--- config.mk ---
export PLATFORM = sky130hd
export DESIGN_NAME = adcsq_control
export DESIGN_NICKNAME = d
export VERILOG_FILES = /design/src/shared/adcsq_pkg.sv /design/src/rtl/adcsq_control.sv
export SDC_FILE = /design/constraint.sdc
export NUM_CORES = 1
export LEC_CHECK = 0
export BUFFER_PORTS_ARGS = -buffer_cell sky130_fd_sc_hd__buf_2
export CORE_ASPECT_RATIO = 1.75
export CORE_MARGIN = 2
export CORE_UTILIZATION = 45
export DETAILED_ROUTE_END_ITERATION = 6
export GPL_ROUTABILITY_DRIVEN = 0
export PLACE_DENSITY = 0.76
export SLEW_MARGIN = 30
export SYNTH_ARGS = -nofsm -noshare
export SYNTH_HDL_FRONTEND = slang
export SYNTH_SLANG_ARGS = --single-unit
--- constraint.sdc ---
create_clock -name clk -period 4 [get_ports clk]
set_input_delay 0.8 -clock clk [delete_from_list [all_inputs] [get_ports clk]]
set_output_delay 0.8 -clock clk [all_outputs]
set_load 0.03 [all_outputs]
--- src/shared/adcsq_pkg.sv ---
// Constants for the converter sequencing control block.
// Assumes an 8-bit special function register port from the CPU core.
package adcsq_pkg;

  // ****************************************
  // Register addresses
  // ****************************************
  localparam logic [7:0] ADDR_INT_ENABLE_ONE    = 8'hB8;
  localparam logic [7:0] ADDR_INT_REQUEST_ZERO  = 8'hC0;
  localparam logic [7:0] ADDR_CONV_CONTROL_ZERO = 8'hD8;
  localparam logic [7:0] ADDR_RESULT_LOW        = 8'hD9;
  localparam logic [7:0] ADDR_RESULT_HIGH       = 8'hDA;
  localparam logic [7:0] ADDR_CONV_CONTROL_ONE  = 8'hDC;

  // ****************************************
  // Field positions
  // ****************************************
  localparam int IRQ_ENABLE_BIT  = 0;
  localparam int IRQ_REQUEST_BIT = 0;
  localparam int CONT_MODE_BIT   = 5;
  localparam int BUSY_BIT        = 4;
  localparam int PRESCALER_BIT   = 7;
  localparam int CHANNEL_MSB     = 3;
  localparam int RESULT_LOW_LSB  = 6;

  // ****************************************
  // Reset values
  // ****************************************
  localparam logic [7:0] CONTROL_RESET = 8'h00;
  localparam logic [7:0] IRQ_RESET     = 8'h00;
  localparam logic [9:0] RESULT_RESET  = 10'h000;

  // ****************************************
  // Timing counts in system clocks, input clocks and machine cycles
  // ****************************************
  localparam int IN_CLK_DIV          = 2;
  localparam int PRESCALE_SLOW       = 4;
  localparam int PRESCALE_FAST_OFF   = 8;
  localparam int MACHINE_CYCLE_IN    = 12;
  localparam int MACHINE_CYCLE_CLKS  = MACHINE_CYCLE_IN * IN_CLK_DIV;
  localparam int CONV_CYCLES_DIV4    = 8;
  localparam int CONV_CYCLES_DIV8    = 16;
  localparam int SAMPLE_IN_DIV4      = 8;
  localparam int SAMPLE_IN_DIV8      = 16;

  typedef enum logic [1:0] {ADCSQ_IDLE, ADCSQ_SAMPLE, ADCSQ_CONVERT, ADCSQ_WRITE} adcsq_state_e;

endpackage

--- src/rtl/adcsq_control.sv ---
// Sequencing control of a 10-bit successive-approximation converter.
// Assumes the CPU core drives a synchronous SFR port on clk, the system clock,
// and the analog core returns its conversion value by the end of the convert phase.
module adcsq_control #(
  parameter int CONV_CYCLES_DIV4 = adcsq_pkg::CONV_CYCLES_DIV4,
  parameter int CONV_CYCLES_DIV8 = adcsq_pkg::CONV_CYCLES_DIV8,
  parameter int SAMPLE_IN_DIV4   = adcsq_pkg::SAMPLE_IN_DIV4,
  parameter int SAMPLE_IN_DIV8   = adcsq_pkg::SAMPLE_IN_DIV8
) (
  input  wire logic       clk,
  input  wire logic       resetn,
  input  wire logic [7:0] sfr_addr,
  input  wire logic       sfr_we,
  input  wire logic [7:0] sfr_wdata,
  output logic      [7:0] sfr_rdata,
  input  wire logic [9:0] conv_value,
  output logic            in_clk,
  output logic            conv_clk,
  output logic            sample_connect,
  output logic            convert_active,
  output logic      [3:0] channel_sel,
  output logic            busy,
  output logic            adc_irq
);

  // ****************************************
  // Derived counts
  // ****************************************
  localparam int CNT_W      = 10;
  localparam int MC_LAST    = adcsq_pkg::MACHINE_CYCLE_CLKS - 1;
  localparam int END4       = CONV_CYCLES_DIV4 * adcsq_pkg::MACHINE_CYCLE_CLKS - 1;
  localparam int END8       = CONV_CYCLES_DIV8 * adcsq_pkg::MACHINE_CYCLE_CLKS - 1;
  localparam int SAMP4      = SAMPLE_IN_DIV4 * adcsq_pkg::IN_CLK_DIV - 1;
  localparam int SAMP8      = SAMPLE_IN_DIV8 * adcsq_pkg::IN_CLK_DIV - 1;
  localparam int HALF4      = adcsq_pkg::PRESCALE_SLOW / 2 - 1;
  localparam int HALF8      = adcsq_pkg::PRESCALE_FAST_OFF / 2 - 1;

  // ****************************************
  // Register state
  // ****************************************
  logic                    prescaler_select_reg;
  logic                    continuous_mode_bit_reg;
  logic [3:0]              channel_reg;
  logic                    converter_irq_enable_reg;
  logic                    converter_irq_request_reg;
  logic [9:0]              result_reg;
  logic                    done_once_reg;
  logic                    start_pending_reg;
  adcsq_pkg::adcsq_state_e state_reg;
  adcsq_pkg::adcsq_state_e state_next;
  logic [4:0]              mc_cnt_reg;
  logic [CNT_W-1:0]        conv_cnt_reg;
  logic [2:0]              div_cnt_reg;
  logic                    in_clk_reg;
  logic                    conv_clk_reg;
  logic                    sample_connect_reg;
  logic                    convert_active_reg;
  logic                    busy_reg;
  logic                    adc_irq_reg;
  logic [7:0]              sfr_rdata_reg;

  logic                    mc_end;
  logic                    write_result_low;
  logic                    write_control_zero;
  logic                    mode_rises;
  logic                    sample_end;
  logic                    conv_end;
  logic                    launch;

  assign mc_end             = (mc_cnt_reg == 5'(MC_LAST));
  assign write_result_low   = sfr_we && (sfr_addr == adcsq_pkg::ADDR_RESULT_LOW);
  assign write_control_zero = sfr_we && (sfr_addr == adcsq_pkg::ADDR_CONV_CONTROL_ZERO);
  assign mode_rises         = write_control_zero && sfr_wdata[adcsq_pkg::CONT_MODE_BIT]
                              && !continuous_mode_bit_reg;
  assign sample_end = (conv_cnt_reg == (prescaler_select_reg ? CNT_W'(SAMP8) : CNT_W'(SAMP4)));
  assign conv_end   = (conv_cnt_reg == (prescaler_select_reg ? CNT_W'(END8) : CNT_W'(END4)));
  // A pending start always wins; a finished write cycle continues in continuous mode
  assign launch = mc_end && (start_pending_reg ||
                  (state_reg == adcsq_pkg::ADCSQ_WRITE && continuous_mode_bit_reg));

  // ****************************************
  // Machine cycle and clock dividers
  // ****************************************
  always_ff @(posedge clk) begin
    if (!resetn) begin
      mc_cnt_reg <= 5'h00;
    end else if (mc_end) begin
      mc_cnt_reg <= 5'h00;
    end else begin
      mc_cnt_reg <= mc_cnt_reg + 5'h01;
    end
  end

  always_ff @(posedge clk) begin
    if (!resetn) begin
      in_clk_reg <= 1'b0;
    end else begin
      in_clk_reg <= ~in_clk_reg;
    end
  end

  always_ff @(posedge clk) begin
    if (!resetn) begin
      div_cnt_reg  <= 3'h0;
      conv_clk_reg <= 1'b0;
    end else if (div_cnt_reg >= (prescaler_select_reg ? 3'(HALF8) : 3'(HALF4))) begin
      div_cnt_reg  <= 3'h0;
      conv_clk_reg <= ~conv_clk_reg;
    end else begin
      div_cnt_reg <= div_cnt_reg + 3'h1;
    end
  end

  // ****************************************
  // Software registers
  // ****************************************
  always_ff @(posedge clk) begin
    if (!resetn) begin
      prescaler_select_reg <= adcsq_pkg::CONTROL_RESET[adcsq_pkg::PRESCALER_BIT];
    end else if (sfr_we && sfr_addr == adcsq_pkg::ADDR_CONV_CONTROL_ONE) begin
      prescaler_select_reg <= sfr_wdata[adcsq_pkg::PRESCALER_BIT];
    end
  end

  always_ff @(posedge clk) begin
    if (!resetn) begin
      channel_reg <= adcsq_pkg::CONTROL_RESET[adcsq_pkg::CHANNEL_MSB:0];
    end else if (write_control_zero ||
                 (sfr_we && sfr_addr == adcsq_pkg::ADDR_CONV_CONTROL_ONE)) begin
      channel_reg <= sfr_wdata[adcsq_pkg::CHANNEL_MSB:0];
    end
  end

  always_ff @(posedge clk) begin
    if (!resetn) begin
      continuous_mode_bit_reg <= adcsq_pkg::CONTROL_RESET[adcsq_pkg::CONT_MODE_BIT];
    end else if (write_control_zero) begin
      continuous_mode_bit_reg <= sfr_wdata[adcsq_pkg::CONT_MODE_BIT];
    end
  end

  always_ff @(posedge clk) begin
    if (!resetn) begin
      converter_irq_enable_reg <= adcsq_pkg::IRQ_RESET[adcsq_pkg::IRQ_ENABLE_BIT];
    end else if (sfr_we && sfr_addr == adcsq_pkg::ADDR_INT_ENABLE_ONE) begin
      converter_irq_enable_reg <= sfr_wdata[adcsq_pkg::IRQ_ENABLE_BIT];
    end
  end

  // Set by end of conversion wins over a software clear in the same cycle
  always_ff @(posedge clk) begin
    if (!resetn) begin
      converter_irq_request_reg <= adcsq_pkg::IRQ_RESET[adcsq_pkg::IRQ_REQUEST_BIT];
    end else if (state_reg == adcsq_pkg::ADCSQ_CONVERT && conv_end) begin
      converter_irq_request_reg <= 1'b1;
    end else if (sfr_we && sfr_addr == adcsq_pkg::ADDR_INT_REQUEST_ZERO) begin
      converter_irq_request_reg <= sfr_wdata[adcsq_pkg::IRQ_REQUEST_BIT];
    end
  end

  always_ff @(posedge clk) begin
    if (!resetn) begin
      adc_irq_reg <= 1'b0;
    end else begin
      adc_irq_reg <= converter_irq_request_reg && converter_irq_enable_reg;
    end
  end

  // ****************************************
  // Start requests
  // ****************************************
  always_ff @(posedge clk) begin
    if (!resetn) begin
      start_pending_reg <= 1'b0;
    end else if (write_result_low) begin
      start_pending_reg <= 1'b1;
    end else if (mode_rises && done_once_reg && state_reg == adcsq_pkg::ADCSQ_IDLE) begin
      start_pending_reg <= 1'b1;
    end else if (launch) begin
      start_pending_reg <= 1'b0;
    end
  end

  always_ff @(posedge clk) begin
    if (!resetn) begin
      done_once_reg <= 1'b0;
    end else if (state_reg == adcsq_pkg::ADCSQ_CONVERT && conv_end) begin
      done_once_reg <= 1'b1;
    end
  end

  // ****************************************
  // Conversion sequence
  // ****************************************
  always_comb begin
    state_next = state_reg;
    case (state_reg)
      adcsq_pkg::ADCSQ_IDLE: begin
        if (launch) begin
          state_next = adcsq_pkg::ADCSQ_SAMPLE;
        end
      end
      adcsq_pkg::ADCSQ_SAMPLE: begin
        if (launch) begin
          state_next = adcsq_pkg::ADCSQ_SAMPLE;
        end else if (sample_end) begin
          state_next = adcsq_pkg::ADCSQ_CONVERT;
        end
      end
      adcsq_pkg::ADCSQ_CONVERT: begin
        if (launch) begin
          state_next = adcsq_pkg::ADCSQ_SAMPLE;
        end else if (conv_end) begin
          state_next = adcsq_pkg::ADCSQ_WRITE;
        end
      end
      adcsq_pkg::ADCSQ_WRITE: begin
        if (launch) begin
          state_next = adcsq_pkg::ADCSQ_SAMPLE;
        end else if (mc_end) begin
          state_next = adcsq_pkg::ADCSQ_IDLE;
        end
      end
      default: begin
        state_next = adcsq_pkg::ADCSQ_IDLE;
      end
    endcase
  end

  always_ff @(posedge clk) begin
    if (!resetn) begin
      state_reg <= adcsq_pkg::ADCSQ_IDLE;
    end else begin
      state_reg <= state_next;
    end
  end

  always_ff @(posedge clk) begin
    if (!resetn) begin
      conv_cnt_reg <= '0;
    end else if (state_next == adcsq_pkg::ADCSQ_SAMPLE && (launch || state_reg == adcsq_pkg::ADCSQ_IDLE)) begin
      conv_cnt_reg <= '0;
    end else if (state_reg != adcsq_pkg::ADCSQ_IDLE) begin
      conv_cnt_reg <= conv_cnt_reg + CNT_W'(1);
    end
  end

  // Busy spans sample and convert, drops at the write cycle
  always_ff @(posedge clk) begin
    if (!resetn) begin
      busy_reg           <= 1'b0;
      sample_connect_reg <= 1'b0;
      convert_active_reg <= 1'b0;
    end else begin
      busy_reg           <= (state_next == adcsq_pkg::ADCSQ_SAMPLE) ||
                            (state_next == adcsq_pkg::ADCSQ_CONVERT);
      sample_connect_reg <= (state_next == adcsq_pkg::ADCSQ_SAMPLE);
      convert_active_reg <= (state_next == adcsq_pkg::ADCSQ_CONVERT);
    end
  end

  // Result changes only on entry to the write cycle
  always_ff @(posedge clk) begin
    if (!resetn) begin
      result_reg <= adcsq_pkg::RESULT_RESET;
    end else if (state_reg == adcsq_pkg::ADCSQ_CONVERT && state_next == adcsq_pkg::ADCSQ_WRITE) begin
      result_reg <= conv_value;
    end
  end

  // ****************************************
  // Read port
  // ****************************************
  always_ff @(posedge clk) begin
    if (!resetn) begin
      sfr_rdata_reg <= 8'h00;
    end else begin
      case (sfr_addr)
        adcsq_pkg::ADDR_INT_ENABLE_ONE:
          sfr_rdata_reg <= 8'(converter_irq_enable_reg) << adcsq_pkg::IRQ_ENABLE_BIT;
        adcsq_pkg::ADDR_INT_REQUEST_ZERO:
          sfr_rdata_reg <= 8'(converter_irq_request_reg) << adcsq_pkg::IRQ_REQUEST_BIT;
        adcsq_pkg::ADDR_CONV_CONTROL_ZERO:
          sfr_rdata_reg <= (8'(continuous_mode_bit_reg) << adcsq_pkg::CONT_MODE_BIT) |
                           (8'(busy_reg) << adcsq_pkg::BUSY_BIT) | 8'(channel_reg);
        adcsq_pkg::ADDR_CONV_CONTROL_ONE:
          sfr_rdata_reg <= (8'(prescaler_select_reg) << adcsq_pkg::PRESCALER_BIT) | 8'(channel_reg);
        adcsq_pkg::ADDR_RESULT_LOW:
          sfr_rdata_reg <= 8'(result_reg[1:0]) << adcsq_pkg::RESULT_LOW_LSB;
        adcsq_pkg::ADDR_RESULT_HIGH:
          sfr_rdata_reg <= result_reg[9:2];
        default:
          sfr_rdata_reg <= 8'h00;
      endcase
    end
  end

  assign sfr_rdata      = sfr_rdata_reg;
  assign in_clk         = in_clk_reg;
  assign conv_clk       = conv_clk_reg;
  assign sample_connect = sample_connect_reg;
  assign convert_active = convert_active_reg;
  assign channel_sel    = channel_reg;
  assign busy           = busy_reg;
  assign adc_irq        = adc_irq_reg;

endmodule

==> qor.yml <==
grt_max_degree: 36
grt_pass1_vias: 1985
skew_ns: 0.00499
cts_tree: "built"
root_buffer: "clkbuf_8"
highest_layer: "met4"
placement.io_buffers: 44
syn_to_final_growth_pct: 14.8
grt-ovfl-total: 0
routedWlPerCell_um: 13.2
yosysTopAreaCell: "dfxtp_1"
crit_path_top_delay_cell: "or3b_1"
drt_iter0_drc: 65
synthArstFlopShare_pct: 0
outcome: "completed"
syn_area_per_cell_um2: 9.26
core-area_um2: 5300
worstMarginPinSlew_ns: 0.842
dr_total_vias: 2006
fin_area_um2: 2850
worstSkewPairLatency_ns: 0.30
drv_slew: 0
maxCapViolCount: 0
dp_hpwl_mm: 3.81
via_per_inst: 5.24
criticalPathCategory: "flop to flop"
r2r_start: "mc_cnt_reg[0]"
p_per_area_nw_per_um2: 351
die_y_um: 102
synth_top_area_share_pct: 43.6
cts_hold_buf: 0
wl_met1_mm: 2.04
setup_violations: 0
synth_cells: 268
numCtsBuffers: 5
cts.sinks: 54
synthFlopType: "dfxtp_1"
crit_chain: "ha_1 -> nand4b_1 -> or3b_1 -> a21oi_1 -> a21oi_1 -> ha_1 -> nand2_1 -> nand2_1 -> a21boi_0"
power_uw: 1000
hp-class: "flop to flop"
fin_nets: 344
rows: 35
dpl-instance-area_um2: 2740
pre_cts_ws_ns: 1.23
synth_edf_count: 0
synthTopCellsByArea: "dfxtp_1, a21boi_0, mux2i_1"
htreeDepth: 2
ios: 47
critPathLaunch: "mc_cnt_reg[0]"
yosys_warnings: 0
drc: 0
die_area_um2: 6150
worstHoldStart: "in_clk"
max-slew-margin-rel_pct: 43.1
cp_top_family: "simple AND/OR/NAND/NOR gates"
path_clk_slew_ns: 0.09
routed_wl_mm: 5.07
grt_pass1_wl_mm: 8.44
fin_setup_tns_ns: 0
drive_gt1_share_pct: 18.4
cts_setup_buffers: 0
period_needed_ns: 2.80
cts_resized: 0
slowest_delay_ns: 0.47
ys_seq_area_share_pct: 43.6
crit_buf_inv: 0
p_leak_uw: 0.00109
clock_path_buffers: 2
grt_usage_pct: 18.2
antennaDiodeCount: 0
synthesis.nets: 304
antenna_found_initial: 0
die_w_um: 60.1
ant_nets: 0
path_max_fanout: 11
firstDrtPassIters: 5
startpoint_type: "flop"
syn-cell-area_um2: 2480
stdcell_count: 383
dr_wl_met2_mm: 2.67
start_util_pct: 46.8
dp_cells: 375
hold_viol_final: 0
worstPathRequired_ns: 4.24
rsz0062_at_grt: "no"
worstSetupEndpointType: "flop"
peakVddDrop_mv: 0.137
ys_seq_elements: 54
timing.fmax_mhz: 357
period_share_pct: 70.1
setup_slack_ns: 1.20
ys_types: 51
wl_met3_um: 150
cp.arrival_ns: 3.04
==> per-layer routing <==
| layer | track usage, % | up-vias |
|---|---|---|
| met1 | 17.9 | 932 |
| met5 | 0 | - |
| met4 | 10.4 | 0 |
| li1 | - | 1024 |
| met2 | 33.4 | 35 |
| met3 | 3.80 | 15 |
==> cell families (layout without fill, tap and decap cells) <==
family	Yosys count	count (layout)	synth area share, %
AOI/OAI and AO/OA	48	48	14.8
muxes	9	9	3.63
and+or+nand+nor	118	118	26.4
buffers and inverters	19	60	3.43
adders and majority gates	7	7	3.53
xor gates and xnor gates	13	13	4.59
DFF	54	54	43.6
==> worst reg2reg max path, cell delays in order, from the launching register on <==
cell and delay [ns]:
dfxtp_1 0.37, ha_1 0.23, nand4b_1 0.28, or3b_1 0.48, a21oi_1 0.27, a21oi_1 0.14
ha_1 0.36, nand2_1 0.35, nand2_1 0.10, a21boi_0 0.16
==> through the flow <==
step | hold WS, ns | utilization (%)
6_report | 0.410 | 53.8
5_1_grt | 0.429 | 53.8
4_1_cts | 0.413 | 53.8
3_5_place_dp | 0.398 | 51.8
3_3_place_gp | 0.397 | 51.8
2_1_floorplan | 0.418 | -
==> cell type report <==
class                   count  area [um^2]
repair buffers             45          228
fillers                   504         2450
inverters                   7         26.3
flip-flops and latches     54         1080
well taps                  74         92.6
clock inverters             1         30.0
clock buffers               7         76.3
multi-input cells         195         1320
==> synth_stat cells, types with 3 or more instances <==
cell      count
clkbuf_1      8
a21boi_0     14
xor2_1        8
nand4b_1      4
nor2_1       24
nand3_1      14
or3_1         3
inv_1         7
dfxtp_1      54
ha_1          7
nand4_1       4
and3_1        4
nor3_1        5
a21oi_1       6
and2_1        9
o21ai_0       6
xnor2_1       5
nor4b_1       3
nor2b_1      10
a22oi_1       4
nor4_1        3
mux2i_1       9
nand2_1      23
==> cell usage in the layout (no fill, tap or decap), drive strengths merged, types with 3 or more instances in the layout <==
master | synthesis | layout
dfxtp | 54 | 54
buf | 4 | 45
nor2 | 24 | 24
nand2 | 23 | 23
a21boi | 15 | 15
nand3 | 14 | 14
nor2b | 10 | 10
and2 | 9 | 9
mux2i | 9 | 9
xor2 | 8 | 8
inv | 7 | 7
ha | 7 | 7
o21ai | 7 | 7
clkbuf | 8 | 7
a21oi | 6 | 6
nor3 | 6 | 6
xnor2 | 5 | 5
nand4b | 4 | 4
nand4 | 4 | 4
and3 | 4 | 4
a22oi | 4 | 4
nor4b | 3 | 3
or3 | 3 | 3
nor4 | 3 | 3
a211oi | 3 | 3
==> power breakdown <==
group          internal [uW]  switching [uW]  total, uW
Clock                    188             171        358
Sequential               549            8.29        558
Combinational           37.4            48.0       85.4
==> worst paths after layout <==
check                  endpoint  slack (ns)  depth (start not counted)
setup / recovery  result_reg[9]        1.20                          9
hold / removal           in_clk        0.41                          1
setup reg to reg  result_reg[9]        1.20                          9
hold reg to reg          in_clk        0.41                          1
No activity file was read; power rests on OpenSTA's default activity.
